--- config.mk ---
export PLATFORM = sky130hd
export DESIGN_NAME = fpec_top
export DESIGN_NICKNAME = d
export VERILOG_FILES = /design/src/verilog/fpec_pkg.sv /design/src/verilog/fpec_op_if.sv /design/src/verilog/fpec_op_timer.sv /design/src/verilog/fpec_top.sv
export SDC_FILE = /design/constraint.sdc
export NUM_CORES = 1
export LEC_CHECK = 0
export BUFFER_PORTS_ARGS = -buffer_cell sky130_fd_sc_hd__buf_4
export CAP_MARGIN = 5
export CORE_UTILIZATION = 49
export CTS_BUF_LIST = sky130_fd_sc_hd__clkbuf_8
export DETAILED_ROUTE_END_ITERATION = 10
export GPL_ROUTABILITY_DRIVEN = 1
export GPL_TIMING_DRIVEN = 0
export PLACE_DENSITY = 0.88
export SYNTH_ARGS = -nofsm -noshare
export SYNTH_HDL_FRONTEND = slang
export SYNTH_SLANG_ARGS = --single-unit
--- constraint.sdc ---
create_clock -name clock -period 3.2 [get_ports clock]
set_input_delay 0.64 -clock clock [delete_from_list [all_inputs] [get_ports clock]]
set_output_delay 0.64 -clock clock [all_outputs]
set_load 0.03 [all_outputs]
--- src/verilog/fpec_pkg.sv ---
// Package: register map, fields and timing for the flash program/erase control
package fpec_pkg;

  // ------------------------------------------------------------------
  // Register byte offsets
  // ------------------------------------------------------------------
  localparam logic [7:0] OFS_OP_CONTROL = 8'h00;
  localparam logic [7:0] OFS_ADDR_UPPER = 8'h04;
  localparam logic [7:0] OFS_ADDR_LOWER = 8'h08;
  localparam logic [7:0] OFS_UNLOCK_KEY = 8'h0C;
  localparam logic [7:0] OFS_IRQ_STATUS = 8'h10;
  localparam logic [7:0] OFS_IRQ_ENABLE = 8'h14;
  localparam logic [7:0] OFS_IRQ_CLEAR  = 8'h18;

  // ------------------------------------------------------------------
  // Control register fields
  // ------------------------------------------------------------------
  localparam int BIT_START     = 15;
  localparam int BIT_WR_EN     = 14;
  localparam int BIT_ERR       = 13;
  localparam int BIT_IDLE_STOP = 12;
  localparam int OP_MSB        = 3;

  localparam logic [3:0] OP_PAGE_ERASE = 4'h3;
  localparam logic [3:0] OP_DWORD_PROG = 4'h1;

  localparam logic [7:0] KEY_FIRST  = 8'h55;
  localparam logic [7:0] KEY_SECOND = 8'hAA;

  // Double-word program needs address bits 1:0 on the odd word boundary
  localparam logic [1:0] DWORD_ALIGN = 2'h2;

  // Interrupt bits: done, error
  localparam int IRQ_W    = 2;
  localparam int IRQ_DONE = 0;
  localparam int IRQ_ERR  = 1;

  // ------------------------------------------------------------------
  // Timing (25 MHz clock)
  // ------------------------------------------------------------------
  localparam int CLK_MHZ        = 25;
  localparam int ERASE_TIME_US  = 20;
  localparam int PROG_TIME_US   = 2;
  localparam int WAKE_DELAY_US  = 1;
  localparam int ERASE_CYC      = ERASE_TIME_US * CLK_MHZ;
  localparam int PROG_CYC       = PROG_TIME_US * CLK_MHZ;
  localparam int WAKE_CYC       = WAKE_DELAY_US * CLK_MHZ;
  localparam int TMR_W          = 16;

  typedef enum logic [1:0] {
    FPEC_IDLE,
    FPEC_BUSY
  } fpec_state_e;

endpackage

--- src/verilog/fpec_op_if.sv ---
// Interface: operation request and completion between control and timer
`timescale 1ns/10ps
`default_nettype none
interface fpec_op_if;
  import fpec_pkg::*;
  logic                 start;
  logic                 erase;
  logic                 done;
  logic                 busy;
  modport ctrl  (output start, output erase, input done, input busy);
  modport timer (input start, input erase, output done, output busy);
endinterface
`default_nettype wire

--- src/verilog/fpec_op_timer.sv ---
// Self-timed program/erase cycle counter
`timescale 1ns/10ps
`default_nettype none
module fpec_op_timer
  import fpec_pkg::*;
#(
  parameter int ERASE_CYCLES = ERASE_CYC,
  parameter int PROG_CYCLES  = PROG_CYC
) (
  // Clock and reset
  input  wire logic clock,
  input  wire logic rst_n,
  // Operation handshake
  fpec_op_if.timer  op
);

  logic [TMR_W-1:0] cnt_reg;
  logic [TMR_W-1:0] cnt_next;
  logic             busy_reg;
  logic             busy_next;

  always_comb begin
    cnt_next  = cnt_reg;
    busy_next = busy_reg;
    if (op.start && !busy_reg) begin
      busy_next = 1'b1;
      cnt_next  = op.erase ? TMR_W'(ERASE_CYCLES - 1)
                           : TMR_W'(PROG_CYCLES - 1);
    end else if (busy_reg) begin
      if (cnt_reg == '0) begin
        busy_next = 1'b0;
      end else begin
        cnt_next = cnt_reg - 1'b1;
      end
    end
  end

  always_ff @(posedge clock) begin
    if (!rst_n) begin
      cnt_reg  <= '0;
      busy_reg <= 1'b0;
    end else begin
      cnt_reg  <= cnt_next;
      busy_reg <= busy_next;
    end
  end

  assign op.busy = busy_reg;
  assign op.done = busy_reg && (cnt_reg == '0);

endmodule
`default_nettype wire

--- src/verilog/fpec_top.sv ---
// Flash program/erase control: APB registers, unlock, sequencing, interrupt
`timescale 1ns/10ps
`default_nettype none

// Functional notes
// - With idle-stop set the regulator is off in Idle, and flash access waits a wake delay after Idle.
// - Start, write enable, error and operation bits reset only on power-on reset.
// - Double-word program writes two adjacent words on the odd word boundary (address bits 1:0 = 2) in one cycle.
// - The upper address register holds 8 read/write bits in its low byte with undefined reset.
// - The lower address register holds 16 read/write bits with undefined reset.
// - The key register takes 8-bit writes, always reads zero, and defaults to zero.
// - Unimplemented bits read zero and ignore writes.
// - Upper and lower address form one 24-bit target address.
// - The processor is held stalled while an operation is in progress.
module fpec_top
  import fpec_pkg::*;
#(
  parameter int ERASE_CYCLES = ERASE_CYC,
  parameter int PROG_CYCLES  = PROG_CYC,
  parameter int WAKE_CYCLES  = WAKE_CYC
) (
  // Clock and resets
  input  wire logic        clock,
  input  wire logic        rst_n,
  input  wire logic        por_n,
  // APB slave
  input  wire logic        psel,
  input  wire logic        penable,
  input  wire logic        pwrite,
  input  wire logic [7:0]  paddr,
  input  wire logic [31:0] pwdata,
  output logic             pready,
  output logic             pslverr,
  output logic [31:0]      prdata,
  // System
  input  wire logic        cpu_idle,
  output logic             cpu_stall,
  output logic             regulator_on,
  output logic             flash_ready,
  // Flash array
  output logic [23:0]      flash_addr,
  output logic             flash_erase,
  output logic             flash_prog,
  // Interrupt
  output logic             irq
);

  // ------------------------------------------------------------------
  // State
  // ------------------------------------------------------------------
  fpec_op_if op ();

  logic             start_reg,  start_next;
  logic             we_reg,     we_next;
  logic             err_reg,    err_next;
  logic             istop_reg,  istop_next;
  logic [OP_MSB:0]  opsel_reg,  opsel_next;
  logic [7:0]       upper_reg,  upper_next;
  logic [15:0]      lower_reg,  lower_next;
  logic [1:0]       key_reg,    key_next;
  logic             unlock_reg, unlock_next;
  logic [IRQ_W-1:0] ists_reg,   ists_next;
  logic [IRQ_W-1:0] ien_reg,    ien_next;
  logic [TMR_W-1:0] wake_reg,   wake_next;
  logic             idle_d_reg;
  logic [31:0]      rdata_reg,  rdata_next;
  fpec_state_e      st_reg,     st_next;

  logic wr_en, rd_en, hit, go_ok, go_bad;
  logic [IRQ_W-1:0] ev;

  assign wr_en = psel && penable && pwrite;
  assign rd_en = psel && !penable && !pwrite;
  assign hit   = paddr inside {OFS_OP_CONTROL, OFS_ADDR_UPPER,
                               OFS_ADDR_LOWER, OFS_UNLOCK_KEY,
                               OFS_IRQ_STATUS, OFS_IRQ_ENABLE,
                               OFS_IRQ_CLEAR};

  // ------------------------------------------------------------------
  // Start qualification
  // ------------------------------------------------------------------
  logic set_start, op_legal, aligned;
  assign set_start = wr_en && paddr == OFS_OP_CONTROL
                     && pwdata[BIT_START] && !start_reg;
  assign aligned   = lower_reg[1:0] == DWORD_ALIGN;
  assign op_legal  = (pwdata[OP_MSB:0] == OP_PAGE_ERASE)
                     || (pwdata[OP_MSB:0] == OP_DWORD_PROG && aligned);
  // Key must be fresh and write enable set, else flag an error
  assign go_ok  = set_start && pwdata[BIT_WR_EN] && unlock_reg
                  && op_legal && flash_ready;
  assign go_bad = set_start && !go_ok;

  assign op.start = (st_reg == FPEC_IDLE) && go_ok;
  assign op.erase = pwdata[OP_MSB:0] == OP_PAGE_ERASE;
  assign ev[IRQ_DONE] = op.done;
  assign ev[IRQ_ERR]  = go_bad;

  // ------------------------------------------------------------------
  // Next state
  // ------------------------------------------------------------------
  always_comb begin
    start_next  = start_reg;
    we_next     = we_reg;
    err_next    = err_reg;
    istop_next  = istop_reg;
    opsel_next  = opsel_reg;
    upper_next  = upper_reg;
    lower_next  = lower_reg;
    key_next    = key_reg;
    unlock_next = unlock_reg;
    ien_next    = ien_reg;
    ists_next   = ists_reg;
    st_next     = st_reg;
    rdata_next  = rdata_reg;
    // Any write to another register breaks the back-to-back key pair
    if (wr_en && paddr != OFS_UNLOCK_KEY) begin
      key_next = 2'h0;
    end
    if (wr_en) begin
      case (paddr)
        OFS_OP_CONTROL: begin
          if (st_reg == FPEC_IDLE) begin
            we_next    = pwdata[BIT_WR_EN];
            istop_next = pwdata[BIT_IDLE_STOP];
            opsel_next = pwdata[OP_MSB:0];
            err_next   = pwdata[BIT_ERR];
            start_next = go_ok;
            if (set_start) begin
              unlock_next = 1'b0;
              err_next    = go_bad;
            end
          end
        end
        OFS_ADDR_UPPER: upper_next = pwdata[7:0];
        OFS_ADDR_LOWER: lower_next = pwdata[15:0];
        OFS_UNLOCK_KEY: begin
          unlock_next = 1'b0;
          if (pwdata[7:0] == KEY_FIRST) begin
            key_next = 2'h1;
          end else if (pwdata[7:0] == KEY_SECOND && key_reg == 2'h1) begin
            key_next    = 2'h0;
            unlock_next = 1'b1;
          end else begin
            key_next = 2'h0;
          end
        end
        OFS_IRQ_ENABLE: ien_next = pwdata[IRQ_W-1:0];
        OFS_IRQ_CLEAR:  ists_next = ists_reg & ~pwdata[IRQ_W-1:0];
        default: ;
      endcase
    end
    ists_next = ists_next | ev; // set wins over clear
    case (st_reg)
      FPEC_IDLE: if (op.start) st_next = FPEC_BUSY;
      FPEC_BUSY: begin
        if (op.done) begin
          st_next    = FPEC_IDLE;
          start_next = 1'b0;
        end
      end
      default: st_next = FPEC_IDLE;
    endcase
    if (rd_en) begin
      case (paddr)
        OFS_OP_CONTROL: rdata_next = {16'h0000, start_reg, we_reg,
                                      err_reg, istop_reg, 8'h00,
                                      opsel_reg};
        OFS_ADDR_UPPER: rdata_next = {24'h000000, upper_reg};
        OFS_ADDR_LOWER: rdata_next = {16'h0000, lower_reg};
        OFS_IRQ_STATUS: rdata_next = {30'h00000000, ists_reg};
        OFS_IRQ_ENABLE: rdata_next = {30'h00000000, ien_reg};
        default:        rdata_next = 32'h00000000;
      endcase
    end
  end

  // ------------------------------------------------------------------
  // Regulator wake delay
  // ------------------------------------------------------------------
  // Regulator only drops when idle-stop is set and nothing is in flight
  assign regulator_on = !(istop_reg && cpu_idle && st_reg == FPEC_IDLE);
  always_comb begin
    wake_next = wake_reg;
    if (!regulator_on) begin
      wake_next = TMR_W'(WAKE_CYCLES);
    end else if (wake_reg != '0) begin
      wake_next = wake_reg - 1'b1;
    end
  end
  assign flash_ready = regulator_on && wake_reg == '0;

  // ------------------------------------------------------------------
  // Registers
  // ------------------------------------------------------------------
  // Operation bits survive system reset; only power-on clears them
  always_ff @(posedge clock) begin
    if (!por_n) begin
      start_reg <= 1'b0;
      we_reg    <= 1'b0;
      err_reg   <= 1'b0;
      opsel_reg <= '0;
      st_reg    <= FPEC_IDLE;
    end else begin
      start_reg <= start_next;
      we_reg    <= we_next;
      err_reg   <= err_next;
      opsel_reg <= opsel_next;
      st_reg    <= st_next;
    end
  end

  always_ff @(posedge clock) begin
    if (!rst_n) begin
      istop_reg  <= 1'b0;
      key_reg    <= 2'h0;
      unlock_reg <= 1'b0;
      ists_reg   <= '0;
      ien_reg    <= '0;
      wake_reg   <= '0;
      rdata_reg  <= '0;
      idle_d_reg <= 1'b0;
    end else begin
      istop_reg  <= istop_next;
      key_reg    <= key_next;
      unlock_reg <= unlock_next;
      ists_reg   <= ists_next;
      ien_reg    <= ien_next;
      wake_reg   <= wake_next;
      rdata_reg  <= rdata_next;
      idle_d_reg <= cpu_idle;
    end
  end

  // Address registers have no reset value
  always_ff @(posedge clock) begin
    upper_reg <= upper_next;
    lower_reg <= lower_next;
  end

  fpec_op_timer #(
    .ERASE_CYCLES (ERASE_CYCLES),
    .PROG_CYCLES  (PROG_CYCLES)
  ) u_timer (
    .clock (clock),
    .rst_n (por_n),
    .op    (op.timer)
  );

  // ------------------------------------------------------------------
  // Outputs
  // ------------------------------------------------------------------
  assign pready      = 1'b1;
  assign pslverr     = psel && penable && !hit;
  assign prdata      = rdata_reg;
  assign cpu_stall   = st_reg == FPEC_BUSY;
  assign flash_addr  = {upper_reg, lower_reg};
  assign flash_erase = cpu_stall && opsel_reg == OP_PAGE_ERASE;
  assign flash_prog  = cpu_stall && opsel_reg == OP_DWORD_PROG;
  assign irq         = |(ists_reg & ien_reg);

  // ------------------------------------------------------------------
  // Assertions
  // ------------------------------------------------------------------
  AST_START_NEEDS_WE: assert property (@(posedge clock) disable iff (!por_n)
    $rose(cpu_stall) |-> we_reg)
    else $error("operation started without write enable");
  AST_START_CLEARS: assert property (@(posedge clock) disable iff (!por_n)
    $fell(cpu_stall) |-> !start_reg)
    else $error("start bit not cleared at completion");
  AST_STALL_WITH_START: assert property (@(posedge clock) disable iff (!por_n)
    cpu_stall |-> start_reg)
    else $error("stall without running operation");
  AST_ERR_ON_BAD: assert property (@(posedge clock) disable iff (!por_n)
    go_bad && st_reg == FPEC_IDLE |=> err_reg && !cpu_stall)
    else $error("bad start did not flag error");
  AST_NO_ERR_OK: assert property (@(posedge clock) disable iff (!por_n)
    op.start |=> !err_reg)
    else $error("error flag set on good start");
  AST_WAKE_DELAY: assert property (@(posedge clock) disable iff (!rst_n)
    $rose(regulator_on) |-> !flash_ready)
    else $error("flash ready without wake delay");
  AST_REG_OFF: assert property (@(posedge clock) disable iff (!rst_n)
    istop_reg && cpu_idle && !cpu_stall |-> !regulator_on)
    else $error("regulator on in idle with idle-stop");
  AST_KEY_READ_ZERO: assert property (@(posedge clock) disable iff (!rst_n)
    rd_en && paddr == OFS_UNLOCK_KEY |=> prdata == 32'h00000000)
    else $error("key register read nonzero");
  AST_CTRL_RSVD: assert property (@(posedge clock) disable iff (!rst_n)
    rd_en && paddr == OFS_OP_CONTROL |=> prdata[11:4] == 8'h00)
    else $error("reserved control bits nonzero");
  // Address has no reset value, so only check after it is written
  AST_ADDR24: assert property (@(posedge clock) disable iff (!rst_n)
    wr_en && paddr == OFS_ADDR_UPPER
      |=> flash_addr[23:16] == $past(pwdata[7:0]))
    else $error("target address upper byte wrong");
  AST_ALIGN: assert property (@(posedge clock) disable iff (!por_n)
    flash_prog |-> flash_addr[1:0] == DWORD_ALIGN)
    else $error("double-word program misaligned");
  COV_ERASE: cover property (@(posedge clock) $rose(flash_erase));
  COV_PROG:  cover property (@(posedge clock) $rose(flash_prog));
  COV_ERR:   cover property (@(posedge clock) $rose(err_reg));
  COV_IRQ:   cover property (@(posedge clock) $rose(irq));
  COV_WAKE:  cover property (@(posedge clock) idle_d_reg && !cpu_idle && istop_reg);

endmodule
`default_nettype wire

======== Yosys cells after proc, flatten, opt, wreduce, memory -nomap -nowiden ========
Index checks and enable logic that the tools add are counted.
word-level totals
  register bits after elaboration ......... 106
  bits in latches ......................... 0
  bits in writable memories ............... 0
  bits in read-only memories .............. 0
  bits of input ports ..................... 47
  output and inout bits ................... 64
  logic and storage cells ................. 125
  memories ................................ 0
operators by class
  $add $sub $neg .......................... 2
  multipliers ............................. 0
  divide/modulo/power cells ............... 0
  $lt $le $gt $ge ......................... 0
  equality and inequality tests ........... 21
  shift operators ......................... 0
  multiplexer cells ....................... 30
  bitwise operators ....................... 5
  reductions and logical operators ........ 50
operators with widths
  cell                                                                     count
  16-bit one-hot mux with 5 select lines                                   1
  16-bit two-way mux                                                       3
  16-bit logical NOT                                                       2
  16-bit by 1-bit subtractor with 16-bit output, second input constant     2
  8-bit by 5-bit == test with 1-bit output, second input constant          3
  1-bit logical AND                                                        24
  8-bit by 4-bit == test with 1-bit output, second input constant          2
  16-bit nonzero test                                                      1
  1-bit two-way mux                                                        14
  2-bit two-way mux                                                        7
  5-bit two-way mux                                                        2
  2-bit AND reduction                                                      5
  9-bit two-way mux                                                        1
  4-bit by 1-bit == test with 1-bit output, second input constant          2
  4-bit by 2-bit == test with 1-bit output, second input constant          2
  8-bit by 3-bit == test with 1-bit output, second input constant          1
  8-bit by 7-bit == test with 1-bit output, second input constant          1
  8-bit == test, second input constant                                     1
  8-bit logical NOT                                                        1
  2-bit by 1-bit inequality test with 1-bit output, second input constant  4
  8-bit by 4-bit inequality test with 1-bit output, second input constant  1
  1-bit logical NOT                                                        7
  7-bit nonzero test                                                       1
  2-bit nonzero test                                                       3
  other kinds (14)                                                         17

======== Logic depth before layout (Yosys ltp) ========
  word-level depth ........................ 14
  mapped depth ............................ 9
  mapped depth without buffers ............ 7

======== Modules after synthesis ========
Synthesis repeated with hierarchy kept, for this count alone.
unflattened totals
  cells, all modules ...................... 440
  area total of the unflattened synthesis .. 4262.8 um2
modules (own cells, without submodules)
  module         instances  cells an instance  area each (um2)  seq. area each (um2)
  fpec_top       1          326                3303.2           1681.6
  fpec_op_timer  1          114                959.7            340.3

======== Least setup slack after synthesis ========
OpenSTA, ideal clock, no wires.
  kind .................................... input-to-reg
  from .................................... input port paddr[4]
  to ...................................... register lower_reg[0], enable pin
  setup time .............................. 0.409 ns
  arrival time ............................ 2.751 ns
  data required time ...................... 2.791 ns
  setup slack ............................. 0.040 ns
  cell stages on the path ................. 4
  path buffers ............................ 1
  path through ............................ clkbuf_1 or4_1 or2_0 nor3_1
on the way
  word-level cells in the longest chain between the ends .. 2
RTL lines
  item                                      line             RTL
  start, declared                           fpec_top.sv:30   input wire logic [7:0] paddr,
  8-bit by 4-bit == test with 1-bit output  fpec_top.sv:120  case (paddr)
  2-bit AND reduction (no line)             n/a
  end signal, assigned                      fpec_top.sv:237  lower_reg <= lower_next;
  end, declared                             fpec_top.sv:59   logic [15:0] lower_reg, lower_next;
No other way between the ends.
A chain may end at the register's enable or synchronous reset.

======== Worst setup path after layout ========
  from .................................... register wake_reg[5]
  to ...................................... register u_timer.cnt_reg[8]
on the way
  word-level cells in the longest chain between the ends .. 7
  elaborated cells on any way between the ends .. 9
  classes of those cells .................. 1 x eq/ne; 1 x mux; 7 x reduce/logical
RTL lines
  item                                                                                              line                 RTL
  start, declared                                                                                   fpec_top.sv:64       logic [TMR_W-1:0] wake_reg, wake_next;
  start signal, assigned                                                                            fpec_top.sv:228      wake_reg <= wake_next;
  16-bit logical NOT (*)                                                                            fpec_top.sv:190      assign flash_ready = regulator_on && wake_reg == '0;
  1-bit logical AND (*)                                                                             fpec_top.sv:190
  1-bit logical AND (*)                                                                             fpec_top.sv:90       && op_legal && flash_ready;
  1-bit logical AND (*)                                                                             fpec_top.sv:93       assign op.start = (st_reg == FPEC_IDLE) && go_ok;
  1-bit logical AND (*)                                                                             fpec_op_timer.sv:25  if (op.start && !busy_reg) begin
  2-bit by 1-bit inequality test with 1-bit output (no line) or 2-bit nonzero test (tied branches)  n/a
  2-bit AND reduction (no line)                                                                     n/a
  end signal, assigned                                                                              fpec_op_timer.sv:43  cnt_reg <= cnt_next;
  end, declared                                                                                     fpec_op_timer.sv:17  logic [TMR_W-1:0] cnt_reg;
Every way passes the cells marked *; elsewhere a longest branch is shown, timed or not.

==> flow_metrics.env <==
export IMPL_status="finished clean"
export IMPL_firstDrtPassIters=5
export IMPL_register_area_um2=2022
export IMPL_synthArstFlopShare=0
export IMPL_start_util=0.5043
export IMPL_cts_buffer_depth=2
export IMPL_syn2layout_area_growth_pct=22.76
export IMPL_drtAntennaViolNets=0
export IMPL_die_area_um2=8784
export IMPL_cts_tree="done"
export IMPL_grt_max_degree=14
export IMPL_final_hold_viol_count=0
export IMPL_syn_avg_cell_area_um2=9.521
export IMPL_cts_resized=0
export IMPL_rows=33
export IMPL_num_vias=3707
export IMPL_via_per_inst=5.774
export IMPL_track_usage=0.2481
export IMPL_avgRoutedWirePerCell_um=16.25
export IMPL_clock_root_buffer="clkbuf_8"
export IMPL_synth_top_area_frac=0.3156
export IMPL_power_density_nw_per_um2=562.4
export IMPL_cts_made_buffers=9
export IMPL_cts_hold_buffers_added=0
export IMPL_crit_required_ns=3.41
export IMPL_synthTopCellsByCount="dfxtp_1, nand2_1, nor2_1"
export IMPL_cp_end_kind="flop"
export IMPL_finClkSkew_ns=0.009572
export IMPL_antenna_found_initial=0
export IMPL_clkTransAtPathRegs_ns=0.08
export IMPL_worstPathArrival_ns=2.88
export IMPL_yosys_warnings=0
export IMPL_wirelength_mm=10.44
export IMPL_die_w_um=93.73
export IMPL_dp_final_hpwl_mm=7.872
export IMPL_gp_congestion=0.8754
export IMPL_clkLatencyLatePin_ns=0.35
export IMPL_drtIter0Drc=261
export IMPL_diodes=0
export IMPL_period_minus_slack_ns=2.668
export IMPL_synth_edff_count=24
export IMPL_fmax_mhz=374.8
export IMPL_final_max_slew_viol_count=0
export IMPL_slew_headroom=0.2453
export IMPL_grt_ovfl_total=0
export IMPL_final_cells=642
export IMPL_hold_class="input port to flop"
export IMPL_fillers=676
export IMPL_hold_slack_ns=0.4613
export IMPL_rsz0062_at_grt="no"
export IMPL_multi_input_area_um2=1919
export IMPL_cts_setup_buffers=0
export IMPL_synth_area_leaders="dfxtp_1, edfxtp_1, nand2_1, nor2_1, xor2_1"
export IMPL_yosysSeqAreaShare=0.4904
export IMPL_tightest_slew_ns=1.122
export IMPL_syn_inst=433
export IMPL_peakVddDrop_mv=0.3014
export IMPL_core_um2=8175
export IMPL_dpl_cell_count=627
export IMPL_ys_flop_type="dfxtp_1"
export IMPL_worstSetupPathType="flop to flop"
export IMPL_ios=111
export IMPL_tns_ns=0
export IMPL_syn_cell_area_um2=4123
export IMPL_setup_ws_ns=0.5321
export IMPL_ys_ff_latch=89
export IMPL_grt_pass1_vias=3463
export IMPL_route_detailed_drc=0
export IMPL_finalCoreUtilization=0.6191
export IMPL_power_leakage_uw=0.001981
export IMPL_die_y_um=93.73
export IMPL_critPathLaunchType="flop"
export IMPL_dp_slack_ns=0.3817
export IMPL_nets=583
export IMPL_grt_pass1_wl_mm=16.76
export IMPL_crit_path_max_fanout=10
export IMPL_synth_cell_types=65
export IMPL_cts_sinks=89
export IMPL_port_buffers=73
export IMPL_finalCritPeriodShare=0.8337
export IMPL_setup_violations=0
export IMPL_synth_most_common_cell="dfxtp_1"
export IMPL_cap_violations=0
export IMPL_synth_largest_area_cell="dfxtp_1"
export IMPL_htreeDepth=3
export IMPL_drive_above_1_share=0.2179
==> routing by layer <==
metal	wire length (um)	track usage	up-vias
met3	701	0.04207	24
met5	0	0	-
met4	280	0.1103	0
met2	5250	0.4264	164
li1	-	-	1745
met1	4202	0.3040	1774
==> logic make-up after synthesis <==
group | count (synthesis) | share of synthesized area
AOI/OAI and AO/OA | 71 | 0.1120
xor gates and xnor gates | 24 | 0.05099
adders and majority gates | 3 | 0.009106
buffers and inverters | 45 | 0.05888
DFF | 89 | 0.4904
muxes | 11 | 0.02701
other | 2 | 0.001822
and+or+nand+nor | 188 | 0.2498
==> worst max-delay path: stages, from the launching register on <==
cell and delay [ns]:
dfxtp_1 0.34, or4_1 0.54, buf_2 0.20, nor3_2 0.25
or4b_1 0.58, o31ai_1 0.54, a21oi_1 0.08
==> through the flow <==
step	total power [uW]	instance area (um^2)
4_1_cts	2859	5061
3_3_place_gp	2105	4858
2_1_floorplan	1942	4179
6_report	2846	5061
5_1_grt	2991	5061
3_5_place_dp	2137	4878
==> area by class of cell <==
class / instances / area share
inverters: 8 / 0.005933
flip-flops and latches: 89 / 0.3995
multi-input cells: 314 / 0.3792
well taps: 105 / 0.02596
clock buffers: 10 / 0.02719
plain buffers: 37 / 0.04203
clock inverters: 5 / 0.008900
repair buffers: 74 / 0.1112
==> worst paths after layout <==
check / from / endpoint / slack, ns / cells after the start
setup / recovery: wake_reg[5] / u_timer.cnt_reg[8] / 0.53 / 6
hold / removal: pwdata[11] / lower_reg[11] / 0.46 / 1
setup reg to reg: wake_reg[5] / u_timer.cnt_reg[8] / 0.53 / 6
hold reg to reg: prdata[8] / prdata[8] / 0.47 / 2
==> report_power, final <==
part	switching (uW)	total (uW)	internal, uW
Combinational	467	797	330
Clock	358	725	367
Sequential	83.7	1320	1240
==> placed cells by master (no fill, tap or decap), drive strengths merged, types with 2 or more instances in the layout <==
cell / instances
nand4b: 3
nand2: 43
o31ai: 3
nand4: 12
nor3b: 4
ha: 3
o21a: 3
clkbuf: 26
o21ai: 13
or3b: 2
edfxtp: 24
nor3: 10
nor2b: 5
a32oi: 2
nand3b: 4
buf: 95
inv: 12
xnor2: 9
nor2: 41
a31oi: 3
conb: 17
nand2b: 4
or3: 3
o32ai: 3
nand3: 21
mux2i: 10
or2: 3
and4b: 3
a21oi: 22
a21boi: 6
nor4: 11
a22oi: 5
or4: 11
xor2: 15
dfxtp: 65
Note: power is estimated with default switching activity, not from simulation.
